`src/common/mpt_pkg.sv`:
```
/*
  Shared constants and types for the translation-side protection block:
  register indices and field positions, descriptor bit layout, reset values,
  the walker states and the packed carriers for request, answer and state.
  Assumes a single clock domain and the register port of the block.
*/
`default_nettype none

package mpt_pkg;

  // register index on the control port
  localparam logic [2:0] REG_XLAT_CTL = 3'h0;
  localparam logic [2:0] REG_DATA_WIN0 = 3'h1;
  localparam logic [2:0] REG_DATA_WIN1 = 3'h2;
  localparam logic [2:0] REG_INSTR_WIN0 = 3'h3;
  localparam logic [2:0] REG_INSTR_WIN1 = 3'h4;

  // translation control fields and reset value
  localparam int XC_ENABLE_BIT = 15;
  localparam int XC_PAGE8K_BIT = 14;
  localparam logic [15:0] XC_RESET = 16'h4000;

  // transparent window fields and reset value
  localparam int WIN_BASE_MSB = 31;
  localparam int WIN_BASE_LSB = 24;
  localparam int WIN_MASK_MSB = 23;
  localparam int WIN_MASK_LSB = 16;
  localparam int WIN_ENABLE_BIT = 15;
  localparam int WIN_PRIV_MSB = 14;
  localparam int WIN_PRIV_LSB = 13;
  localparam int WIN_UA1_BIT = 9;
  localparam int WIN_UA0_BIT = 8;
  localparam int WIN_CACHE_MSB = 6;
  localparam int WIN_CACHE_LSB = 5;
  localparam int WIN_WP_BIT = 2;
  localparam logic [31:0] WIN_RESET = 32'h0000_0000;

  // descriptor fields
  localparam int DSC_TYPE_MSB = 1;
  localparam int DSC_TYPE_LSB = 0;
  localparam int DSC_WP_BIT = 2;
  localparam int DSC_USED_BIT = 3;
  localparam int DSC_MOD_BIT = 4;
  localparam int DSC_CACHE_MSB = 6;
  localparam int DSC_CACHE_LSB = 5;
  localparam int DSC_SUP_BIT = 7;
  localparam int DSC_UA0_BIT = 8;
  localparam int DSC_UA1_BIT = 9;
  localparam logic [1:0] DSC_TYPE_INDIRECT = 2'h2;
  localparam logic [1:0] DSC_TYPE_INVALID = 2'h0;

  // search levels
  localparam logic [1:0] LVL_FIRST = 2'h0;
  localparam logic [1:0] LVL_PAGE = 2'h2;

  // cache modes
  localparam logic [1:0] CM_WRITETHROUGH = 2'h0;
  localparam logic [1:0] CM_COPYBACK = 2'h1;
  localparam logic [1:0] CM_INHIBIT_SER = 2'h2;
  localparam logic [1:0] CM_INHIBIT_UNSER = 2'h3;

  typedef enum logic [2:0] {
    ST_IDLE = 3'b001,
    ST_FETCH = 3'b010,
    ST_UPDATE = 3'b100
  } mpt_state_e;

  typedef struct packed {
    logic [31:0] addr;
    logic [2:0] fc;
    logic write;
    logic rmw;
    logic instr;
    logic probe;
    logic flush;
  } mpt_acc_s;

  typedef struct packed {
    logic [31:0] paddr;
    logic [1:0] cache_mode;
    logic [1:0] user_attr;
    logic wp;
    logic resident;
    logic win_hit;
    logic fault;
    logic modified;
  } mpt_rsp_s;

  typedef struct packed {
    mpt_state_e state;
    logic [1:0] level;
    mpt_acc_s acc;
    logic [31:0] desc;
    logic wp_acc;
    logic [15:0] xlat_ctl;
    logic [3:0][31:0] win;
    logic [31:0] rdata;
    logic [1:0] dis_sync;
    logic rsp_valid;
    mpt_rsp_s rsp;
    logic mem_req;
    logic mem_we;
    logic mem_lock;
    logic [31:0] mem_addr;
    logic [31:0] mem_wdata;
  } mpt_st_s;

endpackage

`default_nettype wire

```
`src/verilog/mpt_protect.sv`:
```
/*
  Translation-side protection logic of one paged memory unit pair: transparent
  windows, translation control, a descriptor search with used/modified upkeep
  and protection checks. Assumes the execution unit holds an access until it
  is taken, and that the table memory answers each request with a one-cycle
  MEM_ACK on this clock. The translation cache itself lives outside.
*/
`default_nettype none

// Operation
// lock the bus across descriptor reads and their read-modify-write updates
// finish used/modified updates before answering the access
// table descriptor gets a used-setting write only when used was clear
// read access: locked RMW sets used if clear, modified untouched
// unprotected write: plain write U+M, locked set U, or plain set M
// protected write: only used is set, locked, modified never set
// supervisor accesses walk the supervisor tree, user accesses the user tree
// user hit on supervisor-only page completes search, answers non-resident
// any write-protect in the search marks entry; writes then fault
// enable bit off passes addresses through; reset clears it
// probe and flush work whether translation is on or off
// translation off, no window: writethrough, unprotected, user attributes low
// page size bit picks 4K at 0, 8K at 1; reset picks 8K
// windows match regardless of enable bit and disable input
// window beats the search; window zero beats window one
// base compared to address bits 31..24; hits pass untranslated
// set mask bits drop the matching base bits from compare
// window enable bit turns the window on and off
// privilege field: 00 needs bit2 low, 01 needs it high, 1x ignores
// window user attribute bits driven out, not interpreted
// window cache mode field is passed on as the access cache mode
// write-protected window aborts writes and RMW as non-resident
// instruction windows serve fetches only, data windows data accesses only
module mpt_protect
  import mpt_pkg::*;
(
  input wire logic REF_CLK,
  input wire logic RST,
  input wire logic [2:0] CTL_SEL,
  input wire logic CTL_WR,
  input wire logic [31:0] CTL_WDATA,
  output logic [31:0] CTL_RDATA,
  input wire logic TRANSLATION_DISABLE_IN_N,
  input wire logic [31:0] SUPERVISOR_ROOT,
  input wire logic [31:0] USER_ROOT,
  input wire logic ACC_VALID,
  output logic ACC_READY,
  input wire mpt_acc_s ACC,
  output logic RSP_VALID,
  output mpt_rsp_s RSP,
  output logic MEM_REQ,
  output logic MEM_WE,
  output logic MEM_LOCK,
  output logic [31:0] MEM_ADDR,
  output logic [31:0] MEM_WDATA,
  input wire logic MEM_ACK,
  input wire logic [31:0] MEM_RDATA
);

  mpt_st_s st;
  mpt_st_s next_st;

  function automatic logic win_match(input logic [31:0] w, input logic [31:0] la,
                                     input logic fc2);
    logic addr_ok;
    logic priv_ok;
    addr_ok = ((la[31:24] ^ w[WIN_BASE_MSB:WIN_BASE_LSB])
               & ~w[WIN_MASK_MSB:WIN_MASK_LSB]) == 8'h00;
    priv_ok = w[WIN_PRIV_MSB] || (w[WIN_PRIV_LSB] == fc2);
    return w[WIN_ENABLE_BIT] && addr_ok && priv_ok;
  endfunction

  // window pair of the unit that serves this access
  logic [31:0] win_a;
  logic [31:0] win_b;
  logic hit_a;
  logic hit_b;
  logic win_hit;
  logic [31:0] win_sel;
  logic acc_take;
  logic xlat_off;

  always_comb begin
    win_a = ACC.instr ? st.win[2] : st.win[0];
    win_b = ACC.instr ? st.win[3] : st.win[1];
    hit_a = win_match(win_a, ACC.addr, ACC.fc[2]);
    hit_b = win_match(win_b, ACC.addr, ACC.fc[2]);
    win_hit = hit_a || hit_b;
    win_sel = hit_a ? win_a : win_b;
    acc_take = ACC_VALID && (st.state == ST_IDLE);
    xlat_off = !st.xlat_ctl[XC_ENABLE_BIT] || !st.dis_sync[1];
  end

  // descriptor decode on the word being returned
  logic d_used;
  logic d_mod;
  logic d_wp;
  logic d_valid;
  logic pg_wp;
  logic pg_write;
  logic sup_viol;
  logic [31:0] next_addr;

  always_comb begin
    d_used = MEM_RDATA[DSC_USED_BIT];
    d_mod = MEM_RDATA[DSC_MOD_BIT];
    d_wp = MEM_RDATA[DSC_WP_BIT];
    pg_wp = st.wp_acc || d_wp;
    pg_write = st.acc.write || st.acc.rmw;
    sup_viol = !st.acc.fc[2] && MEM_RDATA[DSC_SUP_BIT];
    if (st.level == LVL_PAGE) begin
      // indirect pointers are not followed; they end the search non-resident
      d_valid = (MEM_RDATA[DSC_TYPE_MSB:DSC_TYPE_LSB] != DSC_TYPE_INVALID)
                && (MEM_RDATA[DSC_TYPE_MSB:DSC_TYPE_LSB] != DSC_TYPE_INDIRECT);
    end else begin
      d_valid = MEM_RDATA[DSC_TYPE_MSB];
    end
    if (st.level == LVL_FIRST) begin
      next_addr = {st.desc[31:9], st.acc.addr[24:18], 2'b00};
    end else if (st.xlat_ctl[XC_PAGE8K_BIT]) begin
      next_addr = {st.desc[31:7], st.acc.addr[17:13], 2'b00};
    end else begin
      next_addr = {st.desc[31:8], st.acc.addr[17:12], 2'b00};
    end
  end

  always_comb begin
    next_st = st;
    next_st.rsp_valid = 1'b0;
    next_st.dis_sync = {st.dis_sync[0], TRANSLATION_DISABLE_IN_N};
    unique case (CTL_SEL)
      REG_XLAT_CTL: next_st.rdata = {16'h0000, st.xlat_ctl};
      REG_DATA_WIN0: next_st.rdata = st.win[0];
      REG_DATA_WIN1: next_st.rdata = st.win[1];
      REG_INSTR_WIN0: next_st.rdata = st.win[2];
      REG_INSTR_WIN1: next_st.rdata = st.win[3];
      default: next_st.rdata = 32'h0000_0000;
    endcase
    if (CTL_WR) begin
      unique case (CTL_SEL)
        REG_XLAT_CTL: next_st.xlat_ctl = CTL_WDATA[15:0];
        REG_DATA_WIN0: next_st.win[0] = CTL_WDATA;
        REG_DATA_WIN1: next_st.win[1] = CTL_WDATA;
        REG_INSTR_WIN0: next_st.win[2] = CTL_WDATA;
        REG_INSTR_WIN1: next_st.win[3] = CTL_WDATA;
        default: next_st.xlat_ctl = st.xlat_ctl;
      endcase
    end
    unique case (st.state)
      ST_IDLE: begin
        if (acc_take) begin
          next_st.acc = ACC;
          next_st.rsp = '0;
          next_st.rsp.paddr = ACC.addr;
          next_st.rsp.resident = 1'b1;
          next_st.wp_acc = 1'b0;
          if (ACC.flush) begin
            // nothing cached here: flush is taken and answered at once
            next_st.rsp_valid = 1'b1;
          end else if (win_hit) begin
            next_st.rsp.win_hit = 1'b1;
            next_st.rsp.cache_mode = win_sel[WIN_CACHE_MSB:WIN_CACHE_LSB];
            next_st.rsp.user_attr = {win_sel[WIN_UA1_BIT], win_sel[WIN_UA0_BIT]};
            next_st.rsp.wp = win_sel[WIN_WP_BIT];
            if (win_sel[WIN_WP_BIT] && (ACC.write || ACC.rmw)) begin
              next_st.rsp.fault = 1'b1;
              next_st.rsp.resident = 1'b0;
            end
            next_st.rsp_valid = 1'b1;
          end else if (xlat_off && !ACC.probe) begin
            next_st.rsp.cache_mode = CM_WRITETHROUGH;
            next_st.rsp_valid = 1'b1;
          end else begin
            next_st.level = LVL_FIRST;
            next_st.mem_addr = ACC.fc[2]
              ? {SUPERVISOR_ROOT[31:9], ACC.addr[31:25], 2'b00}
              : {USER_ROOT[31:9], ACC.addr[31:25], 2'b00};
            next_st.mem_req = 1'b1;
            next_st.mem_we = 1'b0;
            next_st.mem_lock = 1'b1;
            next_st.state = ST_FETCH;
          end
        end
      end
      ST_FETCH: begin
        if (MEM_ACK) begin
          next_st.mem_req = 1'b0;
          next_st.desc = MEM_RDATA;
          next_st.mem_wdata = MEM_RDATA;
          if (!d_valid || ((st.level == LVL_PAGE) && sup_viol)) begin
            next_st.rsp.resident = 1'b0;
            next_st.rsp.fault = 1'b1;
            next_st.rsp.wp = pg_wp;
            next_st.mem_lock = 1'b0;
            next_st.rsp_valid = 1'b1;
            next_st.state = ST_IDLE;
          end else if (st.level != LVL_PAGE) begin
            next_st.wp_acc = pg_wp;
            if (!d_used) begin
              next_st.mem_wdata[DSC_USED_BIT] = 1'b1;
              next_st.desc[DSC_USED_BIT] = 1'b1;
              next_st.mem_we = 1'b1;
              next_st.mem_req = 1'b1;
              next_st.state = ST_UPDATE;
            end else begin
              next_st.level = st.level + 2'h1;
              next_st.state = ST_FETCH;
              next_st.mem_req = 1'b1;
            end
          end else begin
            next_st.wp_acc = pg_wp;
            next_st.rsp.wp = pg_wp;
            next_st.rsp.fault = pg_write && pg_wp;
            next_st.rsp.cache_mode = MEM_RDATA[DSC_CACHE_MSB:DSC_CACHE_LSB];
            next_st.rsp.user_attr = {MEM_RDATA[DSC_UA1_BIT], MEM_RDATA[DSC_UA0_BIT]};
            next_st.rsp.paddr = st.xlat_ctl[XC_PAGE8K_BIT]
              ? {MEM_RDATA[31:13], st.acc.addr[12:0]}
              : {MEM_RDATA[31:12], st.acc.addr[11:0]};
            next_st.rsp.modified = d_mod;
            next_st.mem_wdata[DSC_USED_BIT] = 1'b1;
            if (!d_used && (!pg_write || pg_wp || d_mod)) begin
              // locked read-modify-write setting only used
              next_st.mem_we = 1'b1;
              next_st.mem_req = 1'b1;
              next_st.mem_lock = 1'b1;
              next_st.state = ST_UPDATE;
            end else if (pg_write && !pg_wp && !d_mod) begin
              // plain write setting modified, and used when it was clear
              next_st.mem_wdata[DSC_MOD_BIT] = 1'b1;
              next_st.rsp.modified = 1'b1;
              next_st.mem_we = 1'b1;
              next_st.mem_req = 1'b1;
              next_st.mem_lock = 1'b0;
              next_st.state = ST_UPDATE;
            end else begin
              next_st.mem_lock = 1'b0;
              next_st.rsp_valid = 1'b1;
              next_st.state = ST_IDLE;
            end
          end
          if (next_st.state == ST_FETCH) begin
            next_st.mem_addr = (st.level == LVL_FIRST)
              ? {MEM_RDATA[31:9], st.acc.addr[24:18], 2'b00}
              : (st.xlat_ctl[XC_PAGE8K_BIT]
                ? {MEM_RDATA[31:7], st.acc.addr[17:13], 2'b00}
                : {MEM_RDATA[31:8], st.acc.addr[17:12], 2'b00});
          end
        end
      end
      ST_UPDATE: begin
        if (MEM_ACK) begin
          next_st.mem_req = 1'b0;
          next_st.mem_we = 1'b0;
          if (st.level == LVL_PAGE) begin
            next_st.mem_lock = 1'b0;
            next_st.rsp_valid = 1'b1;
            next_st.state = ST_IDLE;
          end else begin
            next_st.level = st.level + 2'h1;
            next_st.mem_addr = next_addr;
            next_st.mem_req = 1'b1;
            next_st.mem_lock = 1'b1;
            next_st.state = ST_FETCH;
          end
        end
      end
    endcase
  end

  always_ff @(posedge REF_CLK or posedge RST) begin
    if (RST) begin
      st <= '0;
      st.state <= ST_IDLE;
      st.xlat_ctl <= XC_RESET;
      st.win <= {4{WIN_RESET}};
    end else begin
      st <= next_st;
    end
  end

  assign CTL_RDATA = st.rdata;
  assign ACC_READY = (st.state == ST_IDLE);
  assign RSP_VALID = st.rsp_valid;
  assign RSP = st.rsp;
  assign MEM_REQ = st.mem_req;
  assign MEM_WE = st.mem_we;
  assign MEM_LOCK = st.mem_lock;
  assign MEM_ADDR = st.mem_addr;
  assign MEM_WDATA = st.mem_wdata;

  fetch_locked_a: assert property (
    @(posedge REF_CLK) disable iff (RST)
    (MEM_REQ && !MEM_WE) |-> MEM_LOCK)
    else $error("descriptor read issued without lock");

  table_update_a: assert property (
    @(posedge REF_CLK) disable iff (RST)
    (st.state == ST_FETCH && MEM_ACK && st.level != LVL_PAGE && d_valid)
      |=> MEM_LOCK && (MEM_WE == !$past(d_used)) && (!MEM_WE || MEM_WDATA[DSC_USED_BIT]))
    else $error("table descriptor update is not a locked used write");

  answer_after_update_a: assert property (
    @(posedge REF_CLK) disable iff (RST)
    ($past(st.state) == ST_UPDATE && RSP_VALID) |-> $past(MEM_ACK))
    else $error("answer given before descriptor update completed");

  protected_write_a: assert property (
    @(posedge REF_CLK) disable iff (RST)
    (MEM_REQ && MEM_WE && st.level == LVL_PAGE && st.wp_acc)
      |-> MEM_LOCK && (MEM_WDATA[DSC_MOD_BIT] == st.desc[DSC_MOD_BIT]))
    else $error("protected page updated by unlocked write");

  xlat_off_pass_a: assert property (
    @(posedge REF_CLK) disable iff (RST)
    (acc_take && !win_hit && !ACC.flush && !ACC.probe && xlat_off)
      |=> RSP_VALID && RSP.paddr == $past(ACC.addr) && RSP.cache_mode == CM_WRITETHROUGH
          && RSP.user_attr == 2'h0 && !RSP.wp && !RSP.fault)
    else $error("pass-through answer wrong with translation off");

  window_prio_a: assert property (
    @(posedge REF_CLK) disable iff (RST)
    (acc_take && hit_a && !ACC.flush)
      |=> RSP_VALID && RSP.win_hit
          && RSP.cache_mode == $past(win_a[WIN_CACHE_MSB:WIN_CACHE_LSB]))
    else $error("window zero did not take priority");

  window_wp_a: assert property (
    @(posedge REF_CLK) disable iff (RST)
    (acc_take && win_hit && !ACC.flush && win_sel[WIN_WP_BIT] && ACC.write)
      |=> RSP.fault && !RSP.resident)
    else $error("write into protected window not aborted");

  sup_page_a: assert property (
    @(posedge REF_CLK) disable iff (RST)
    (st.state == ST_FETCH && MEM_ACK && st.level == LVL_PAGE && sup_viol)
      |=> RSP_VALID && !RSP.resident && !MEM_REQ)
    else $error("user access to supervisor page not refused");

  mem_hold_a: assert property (
    @(posedge REF_CLK) disable iff (RST)
    (MEM_REQ && !MEM_ACK) |=> MEM_REQ && $stable(MEM_ADDR) && $stable(MEM_LOCK))
    else $error("memory request dropped before acknowledge");

  // page descriptor upkeep checked one cycle after the edge that returns the page word
  read_update_a: assert property (
    @(posedge REF_CLK) disable iff (RST)
    (st.state == ST_FETCH && MEM_ACK && st.level == LVL_PAGE && d_valid && !sup_viol
      && !pg_write)
      |=> (MEM_WE == !$past(d_used))
          && (!MEM_WE || (MEM_LOCK && (MEM_WDATA[DSC_MOD_BIT] == $past(d_mod)))))
    else $error("read access page update wrong");

  write_modify_a: assert property (
    @(posedge REF_CLK) disable iff (RST)
    (st.state == ST_FETCH && MEM_ACK && st.level == LVL_PAGE && d_valid && !sup_viol
      && pg_write && !pg_wp && !d_mod)
      |=> MEM_REQ && MEM_WE && !MEM_LOCK && MEM_WDATA[DSC_MOD_BIT] && MEM_WDATA[DSC_USED_BIT])
    else $error("unprotected write did not set modified");

  prot_fault_a: assert property (
    @(posedge REF_CLK) disable iff (RST)
    (st.state == ST_FETCH && MEM_ACK && st.level == LVL_PAGE && d_valid && !sup_viol
      && pg_write && pg_wp)
      |=> RSP.wp && RSP.fault && (RSP.modified == $past(d_mod)))
    else $error("write to protected page not faulted");

  window_attr_a: assert property (
    @(posedge REF_CLK) disable iff (RST)
    (acc_take && win_hit && !ACC.flush)
      |=> RSP.paddr == $past(ACC.addr) && RSP.user_attr[1] == $past(win_sel[WIN_UA1_BIT])
          && RSP.user_attr[0] == $past(win_sel[WIN_UA0_BIT]))
    else $error("window answer attributes wrong");

endmodule

`default_nettype wire

```
`config.mk`:
```
export PLATFORM = sky130hd
export DESIGN_NAME = mpt_protect
export DESIGN_NICKNAME = d
export VERILOG_FILES = /design/src/common/mpt_pkg.sv /design/src/verilog/mpt_protect.sv
export SDC_FILE = /design/constraint.sdc
export NUM_CORES = 1
export LEC_CHECK = 0
export ABC_AREA = 1
export BUFFER_PORTS_ARGS = -buffer_cell sky130_fd_sc_hd__buf_2
export CAP_MARGIN = 20
export CORE_UTILIZATION = 52
export DETAILED_ROUTE_END_ITERATION = 12
export GPL_ROUTABILITY_DRIVEN = 0
export PLACE_DENSITY = 0.81
export SYNTH_ARGS = -nofsm -noshare
export SYNTH_HDL_FRONTEND = slang
export SYNTH_SLANG_ARGS = --single-unit
```
`constraint.sdc`:
```
create_clock -name REF_CLK -period 12.9 [get_ports REF_CLK]
set_clock_uncertainty 0.2 [all_clocks]
set_input_delay 1.935 -clock REF_CLK [delete_from_list [all_inputs] [get_ports REF_CLK]]
set_output_delay 1.935 -clock REF_CLK [all_outputs]
set_load 0.02 [all_outputs]
```
After elaboration in Yosys (flattened, before gate mapping). Cells that the tools add are included.

Logic and storage cells: 204. Input bits: 177. Output and inout port bits: 142. Bits in registers: 365.

$add $sub $neg: 1. Reduce and logical (&&, ||, !) cells: 55. Mux-type cells: 81. Bitwise operators: 6. Equal/unequal tests: 29.

Operators with widths (number): 32-bit 2-to-1 mux (5); 32-bit case mux with 5 select lines (1); 35-bit 2-to-1 mux (4); 35-bit case mux with 3 select lines (1); 77-bit 2-to-1 mux (1); 38-bit case mux with 2 select lines (1); 69-bit 2-to-1 mux (1); 45-bit 2-to-1 mux (1); 39-bit 2-to-1 mux (1); 38-bit 2-to-1 mux (1); 36-bit 2-to-1 mux (1); 3-bit 2-to-1 mux (10); 2-bit inequality test, second input constant (14); 1-bit 2-to-1 mux (27); 5-bit 2-to-1 mux (5); 8-bit 2-to-1 mux (3); 2-bit 2-to-1 mux (9); 9-bit 2-to-1 mux (2); 8-bit bitwise AND (2); 8-bit logical NOT (2); 8-bit inverter (2); 8-bit bitwise XOR (2); 5-bit case mux with 3 select lines (1); 1-bit logical AND (14); 28 further kinds (61).

Longest topological paths before layout. Gate-level depths: netlist of the first run.

Depth in word-level cells: 14. Gate-level depth with buffers: 16. Mapped depth without buffers: 14.

Worst setup path after synthesis of the first run. No wires, ideal clock.

Path kind: input to register. Start: in ACC[7] (netlist name). End: reg st (netlist bit MEM_ADDR[10]). Stages: 14. Data arrival time: 3.222 ns. Required time: 12.572 ns. Setup slack: 9.350 ns. Setup time: 0.128 ns. Path buffers: 2. Path through: buf_6 inv_4 nand2_1 nand3_1 nand2_1 nor2_1 nand3_1 nand2_2 inv_1 nand2_2 nand2_4 nand3_4 buf_6 o21ai_2.

Longest elaborated chain between the ends: 6. Elaborated cells on any way between the ends: 15. Those cells by class: 3 x eq/ne; 6 x mux; 6 x reduce/logical.

RTL lines: start: declaration (RTL line mpt_protect.sv:48) `input wire mpt_acc_s ACC,`; 32-bit 2-to-1 mux or 1-bit == test (tied branches) (RTL line mpt_protect.sv:176, mpt_protect.sv:69); 35-bit 2-to-1 mux or 1-bit logical OR (tied branches) (RTL line mpt_protect.sv:170, mpt_protect.sv:69); 35-bit 2-to-1 mux or 1-bit logical AND (tied branches) (RTL line mpt_protect.sv:160, mpt_protect.sv:70); 35-bit 2-to-1 mux or 1-bit logical OR (tied branches) (RTL line mpt_protect.sv:157, mpt_protect.sv:88); 77-bit 2-to-1 mux or 2-bit inequality test (tied branches); 35-bit case mux with 3 select lines or 8-bit AND reduction (tied branches); end signal: assignment (RTL line mpt_protect.sv:277) `st <= next_st;`; end: declaration (RTL line mpt_protect.sv:60) `mpt_st_s st;`.

Several ways; a longest one is shown, not always the timed one. The select of a mux whose other input is x is not followed. A chain may end at the register's enable or synchronous reset.

Final worst setup path of the first run.
Start: in ACC[7] (netlist name). End: reg st (netlist bit MEM_ADDR[27]).

Same word-level chain as after synthesis.

==> results.py, run 1 <==
metrics = {
    "outcome": {
        "status": "finished, final reports clean",
    },
    "logic_synthesis": {
        "synthFlopType": "dfrtp_1",
        "synth_edf_count": 0,
        "synth_area_leaders": "dfrtp_1, nand2_1, o21ai_0, buf_4, inv_1",
        "async_flop_share": 1.00,
        "seq_area_frac_synth": 0.505,
        "syn_avg_cell_area_um2": 8.19,
        "synth_common_cells": "nand2_1, dfrtp_1, o21ai_0, inv_1, buf_4",
        "synthDistinctLibCells": 45,
        "netlist_instances": 1931,
        "synth_top_area_cell": "dfrtp_1",
        "synth_top_cell_area_share": 0.502,
        "yosysWarningCount": 0,
        "syn-cell-area_um2": 15800,
        "yosysMostFrequentCell": "nand2_1",
        "synth_seq_cells": 319,
    },
    "routing": {
        "routed.top_layer": "met5",
        "drt-met1-wl_um": 17700,
        "firstDrtPassIters": 6,
        "wl_met3_um": 3810,
        "drt_iter0_markers": 1399,
        "vias": 13617,
        "viasPerCell": 5.53,
        "wl_met2_um": 20300,
        "ant_nets": 0,
        "wirelength_um": 43100,
        "wl_per_cell_um": 17.5,
        "drcViolationCount": 0,
    },
    "critical_path": {
        "reg2reg_depth": 9,
        "cp_max_fo": 64,
        "rrSetupSlack_ns": 9.33,
        "cp.arrival_ns": 5.02,
        "cp.required_ns": 13.06,
        "critPathKind": "in2reg",
        "crit_end": "MEM_ADDR[27]$_DFFE_PP0P_",
        "end_kind": "register",
        "timing.rr.end": "MEM_ADDR[27]$_DFFE_PP0P_",
        "startpoint_type": "primary input",
        "r2r-start": "st[362]$_DFFE_PP1P_",
        "cp-startpoint": "ACC[7]",
    },
    "timing": {
        "rsz0062_at_grt": "false",
        "tightest_slew_ns": 1.04,
        "final-max-slew-violation-count": 0,
        "period_needed_ns": 4.86,
        "slew_headroom": 0.307,
        "fin_tns_setup_ns": 0,
        "post-route-period-util": 0.376,
        "setup_viol": 0,
        "fmax_mhz": 206,
        "finalHoldViolations": 0,
    },
    "cts": {
        "cts_made_buffers": 34,
        "cts_tree": "yes",
        "clk_pin_slew_ns": 0.06,
        "cts.sinks": 319,
        "ctsResizeCount": 0,
        "insertion_delay_ns": 0.51,
        "cts_setup_buffers": 0,
        "postCtsHoldBufs": 0,
        "ctsHtreeMaxLevel": 2,
        "clockBufferDepth": 3,
        "cts_root_buf": "clkbuf_16",
    },
    "job": {
        "max_cap_violations": 0,
    },
    "grt": {
        "grt_pass1_wl_um": 67200,
        "grt_antenna_before_repair": 2,
        "grt_pass1_vias": 13016,
        "overflow": 0,
        "grt_use_total": 0.275,
        "grt_max_degree": 112,
    },
    "power_and_ir_drop": {
        "vdd_ir_drop_max_mv": 0.136,
        "p_clk_frac": 0.267,
        "intPower_w": 0.00228,
        "powerDensity_nw_per_um2": 210,
        "swShare": 0.386,
        "leakage_nw": 9.35,
        "power_w": 0.00371,
        "combinationalPowerShare": 0.334,
        "pwr-share-seq": 0.398,
        "switchingPower_w": 0.00143,
    },
    "floorplanning": {
        "num_rows": 63,
        "core_um2": 29800,
        "initial_core_util": 0.531,
        "die_area_um2": 31100,
        "pin_count": 319,
        "die_y_um": 176,
        "fp.dieW_um": 176,
    },
    "place": {
        "placedInstanceArea_um2": 16400,
        "dp_hpwl_um": 28400,
        "place_inst": 2399,
        "io_buffers": 296,
    },
    "layout": {
        "antenna_cells": 0,
        "stdcell_count": 2462,
        "final_area_um2": 17600,
        "drive_above_1_share": 0.205,
        "syn2layout_area_growth_pct": 11.5,
        "final_net_count": 2229,
        "n_fill_cell": 2547,
    },
    "min_path": {
        "min-delay-path-class": "reg2reg",
    },
}
[area by class of cell]
type / count / area (µm²) / area share
Multi-Input combinational cell: 1210 / 5710 / 0.324
Timing Repair Buffer: 311 / 1650 / 0.0937
Clock buffer: 51 / 1020 / 0.0576
Clock inverter: 7 / 114 / 0.00646
Sequential cell: 319 / 7990 / 0.453
Inverter: 174 / 666 / 0.0378
Tap cell: 390 / 488 / 0.0277
[worst min-delay path by stage]
| stage | from | end | slack (ns) | cells past startpoint |
|---|---|---|---|---|
| after floorplan | next_st[110]$_DFF_PP0_ | st[110]$_DFF_PP0_ | 0.13 | 0 |
| after global placement | next_st[110]$_DFF_PP0_ | st[110]$_DFF_PP0_ | 0.14 | 0 |
| after detailed placement | next_st[110]$_DFF_PP0_ | st[110]$_DFF_PP0_ | 0.14 | 0 |
| after CTS | next_st[110]$_DFF_PP0_ | st[110]$_DFF_PP0_ | 0.15 | 0 |
| after global routing | next_st[110]$_DFF_PP0_ | st[110]$_DFF_PP0_ | 0.18 | 0 |
| final | next_st[110]$_DFF_PP0_ | st[110]$_DFF_PP0_ | 0.15 | 0 |
[critical path: stages]
cell	delay (ns)
buf_2	0.60
inv_4	0.33
nand2_1	0.14
nand3_1	0.08
nand2_1	0.07
nor2_1	0.04
nand3_1	0.14
nand2_2	0.15
inv_1	0.15
nand2_2	0.11
nand2_4	0.13
nand3_4	0.67
nand2_1	0.30
o21ai_2	0.08
[registers in the layout (all words and copies together), names as in the netlist]
name and cells:
MEM_WE 1, CTL_RDATA 32, st 209, MEM_WDATA 2, MEM_REQ 1, MEM_ADDR 30, RSP_VALID 1, MEM_LOCK 1
RSP 41, next_st 1
[cells by family (layout without fill, tap and decap cells)]
| logic type | count (synthesis) | count (layout) | share of synthesized area |
|---|---|---|---|
| and+or+nand+nor | 767 | 767 | 0.192 |
| AOI/OAI and AO/OA | 431 | 431 | 0.159 |
| buffers and inverters | 403 | 543 | 0.136 |
| adders and majority gates | 2 | 2 | 0.00158 |
| DFF | 319 | 319 | 0.505 |
| other | 1 | 2 | 0.000237 |
| muxes | 8 | 8 | 0.00507 |
[cells in the final DEF (no fill, tap or decap), drive strengths merged, types with 2 or more instances in the layout]
cell type	instances
a22oi	5
nand4	3
o211ai	9
a22o	12
ha	2
clkbuf	51
buf	311
a221oi	8
inv	174
o31ai	2
o221ai	2
dfrtp	317
nand3	55
bufinv	3
o21ai	281
conb	2
nand2	636
mux2i	8
o22ai	25
nor2	58
dfstp	2
o2111ai	11
nand3b	5
or2	5
a31oi	2
a21oi	66
nor3	5
a221o	5
clkinv	4
[layer usage]
metal,vias up,GRT usage
met5,-,0
met4,4,0.107
met3,101,0.0497
met2,692,0.452
met1,6492,0.363
li1,6328,-
[power groups by stage]
| stage | registers (W) | logic (W) | clock network, W |
|---|---|---|---|
| finish | 0.00148 | 0.00124 | 0.000992 |
| global route | 0.00151 | 0.00137 | 0.00105 |
| CTS | 0.00147 | 0.00124 | 0.00100 |
| detailed placement | 0.00148 | 0.00123 | 0 |
| global placement | 0.00147 | 0.00120 | 0 |
| floorplan | 0.00144 | 0.00112 | 0 |
[through the flow]
stage / setup slack, ns / hold WS (ns) / utilization
floorplan: 1.94 / 0.131 / -
global placement: 7.69 / 0.137 / 0.550
detailed placement: 7.57 / 0.140 / 0.550
CTS: 8.08 / 0.151 / 0.588
global route: 7.81 / 0.176 / 0.592
finish: 8.04 / 0.149 / 0.592
No activity file was read; power rests on OpenSTA's default activity.
==> inputs of run 2 (changes only) <==
==> constraint.sdc (replaced) <==
create_clock -name REF_CLK -period 5 [get_ports REF_CLK]
set_clock_uncertainty 0.2 [all_clocks]
set_input_delay 0.75 -clock REF_CLK [delete_from_list [all_inputs] [get_ports REF_CLK]]
set_output_delay 0.75 -clock REF_CLK [all_outputs]
set_load 0.02 [all_outputs]
==> run 2 against run 1 <==
Net effect:
- register-to-register slack got worse by 8.0 ns
- critical path type is now reg2reg
- hold slack got worse by 0.010 ns
- combinational power increased to 2.6 times the previous value
- die area unchanged
- largest power group unchanged
- first-iteration DRC count decreased by 9.4%
- critical endpoint is now MEM_ADDR[26]$_DFFE_PP0P_
- global-route usage increased by 0.61 points
==> results.py, run 2 (synthesis results as in run 1) <==
metrics = {
    "routing": {
        "drt_iter0_markers": 1267,
        "viasPerCell": 5.46,
        "wl_per_cell_um": 17.8,
        "firstDrtPassIters": 6,
        "drcViolationCount": 0,
        "vias": 13497,
        "wirelength_um": 43900,
        "ant_nets": 0,
    },
    "grt": {
        "grt_pass1_wl_um": 68800,
        "grt.met3_usage": 0.0614,
        "grt_antenna_before_repair": 4,
        "grt_max_degree": 112,
        "grt_use_total": 0.281,
        "overflow": 0,
        "grt_pass1_vias": 13091,
        "met1_usage": 0.372,
        "grt-busiest-layer": "met2",
        "use_met2": 0.455,
    },
    "layout": {
        "largest_reg_flops": 209,
        "final_common_cell": "nand2_1",
        "multi_input_area_um2": 5710,
        "stdcell_count": 2471,
        "final_net_count": 2233,
        "drive_above_1_share": 0.208,
        "n_fill_cell": 2596,
        "syn2layout_area_growth_pct": 11.9,
        "layout_common_cells": "nand2_1, dfrtp_1, buf_2, o21ai_0, inv_1",
        "regArea_um2": 7990,
        "finish.utilization": 0.594,
        "top_register": "st",
    },
    "floorplanning": {
        "die_y_um": 176,
        "die_area_um2": 31100,
        "initial_core_util": 0.531,
        "num_rows": 63,
        "core_um2": 29800,
        "fp.dieW_um": 176,
        "pin_count": 319,
    },
    "critical_path": {
        "cp.arrival_ns": 3.82,
        "cpPeakStageDelay_ns": 0.71,
        "end_kind": "register",
        "rrSetupSlack_ns": 1.35,
        "cp_max_fo": 64,
        "startpoint_type": "register",
        "critPathKind": "reg2reg",
        "crit_top_cell": "nor2_1",
        "path_cells": "nor2_1 -> nand2_1 -> inv_2 -> nor2_1 -> o221ai_1 -> nor2_1 -> nand3_4 -> nand2_1 -> o21ai_2",
        "slowest_stage": "nand3_4",
        "cp.required_ns": 5.17,
    },
    "timing": {
        "fin_tns_setup_ns": 0,
        "setup_ws_ns": 1.35,
        "holdWs_ns": 0.139,
        "slew_headroom": 0.323,
        "finalHoldViolations": 0,
        "rsz0062_at_grt": "false",
        "setup_viol": 0,
        "period_needed_ns": 3.65,
        "tightest_slew_ns": 1.01,
        "fmax_mhz": 274,
        "final-max-slew-violation-count": 0,
        "post-route-period-util": 0.730,
    },
    "place": {
        "io_buffers": 296,
        "place_inst": 2406,
        "dp_hpwl_um": 29400,
        "post-place-ws_ns": 1.05,
    },
    "power_and_ir_drop": {
        "switchingPower_w": 0.00376,
        "pwr-share-seq": 0.395,
        "vdd_ir_drop_max_mv": 0.341,
        "p_clk_frac": 0.275,
        "combinationalPowerShare": 0.330,
        "swShare": 0.389,
        "powerDensity_nw_per_um2": 547,
        "leakage_nw": 9.36,
        "intPower_w": 0.00591,
    },
    "cts": {
        "ctsResizeCount": 0,
        "cts_setup_buffers": 0,
        "cts_root_buf": "clkbuf_16",
        "cts.sinks": 319,
        "postCtsHoldBufs": 0,
        "clockBufferDepth": 3,
        "cts_tree": "yes",
        "ctsHtreeMaxLevel": 2,
        "cts_made_buffers": 35,
        "insertion_delay_ns": 0.52,
        "clk_pin_slew_ns": 0.06,
    },
    "job": {
        "max_cap_violations": 0,
    },
    "outcome": {
        "status": "finished, final reports clean",
    },
    "min_path": {
        "min-delay-path-class": "in2reg",
    },
}
## run 2: cell types whose count changed in the layout (fill, tap and decap cells not counted), sizes merged
cell,previous run,this run
buf,311,314
clkinv,4,5
diode,0,2
inv,174,175
clkbuf,51,48
bufinv,3,4
clkinvlp,0,4
## run 2: worst max-delay path, delay by kind of cell (launching register included)
family                 cells  cell delay, ns
AND/OR/NAND/NOR            6            2.18
flip-flops                 1            0.52
buffers and inverters      1            0.32
AO/OA/AOI/OAI              2            0.21
## run 2: power groups by stage
stage,combinational [W],sequential (W),clock [W]
detailed placement,0.00317,0.00385,0
global route,0.00354,0.00390,0.00279
floorplan,0.00288,0.00373,0
finish,0.00320,0.00382,0.00266
global placement,0.00309,0.00381,0
CTS,0.00320,0.00381,0.00269
## run 2: final timing paths
check	start	to	depth (start not counted)
max in group asynchronous	RST	CTL_RDATA[8]$_DFF_PP0_	3
min	TRANSLATION_DISABLE_IN_N	next_st[110]$_DFF_PP0_	1
max	st[362]$_DFFE_PP1P_	MEM_ADDR[26]$_DFFE_PP0P_	9
max reg2reg	st[362]$_DFFE_PP1P_	MEM_ADDR[26]$_DFFE_PP0P_	9
min in group asynchronous	RST	MEM_ADDR[25]$_DFFE_PP0P_	2
min reg2reg	next_st[110]$_DFF_PP0_	st[110]$_DFF_PP0_	0
## run 2: per-layer routing
metal	wire, µm	share of wire	vias to the layer above
met1	17900	0.41	6396
met4	1440	0.033	4
met5	27	0.00062	-
li1	-	-	6323
met3	4150	0.095	116
met2	20400	0.47	658
## run 2: layout make-up
class	count	share of cell area
Multi-Input combinational cell	1210	0.323
Timing Repair Buffer	314	0.0942
Clock buffer	48	0.0557
Antenna cell	2	0.000283
Inverter	174	0.0374
Sequential cell	319	0.452
Tap cell	390	0.0276
Clock inverter	14	0.0107
## run 2: stage by stage
stage / area [µm²] / power (W)
after floorplan: 15800 / 0.00660
after global placement: 16500 / 0.00690
after detailed placement: 16500 / 0.00702
after CTS: 17700 / 0.00970
after global routing: 17700 / 0.0102
final: 17700 / 0.00968
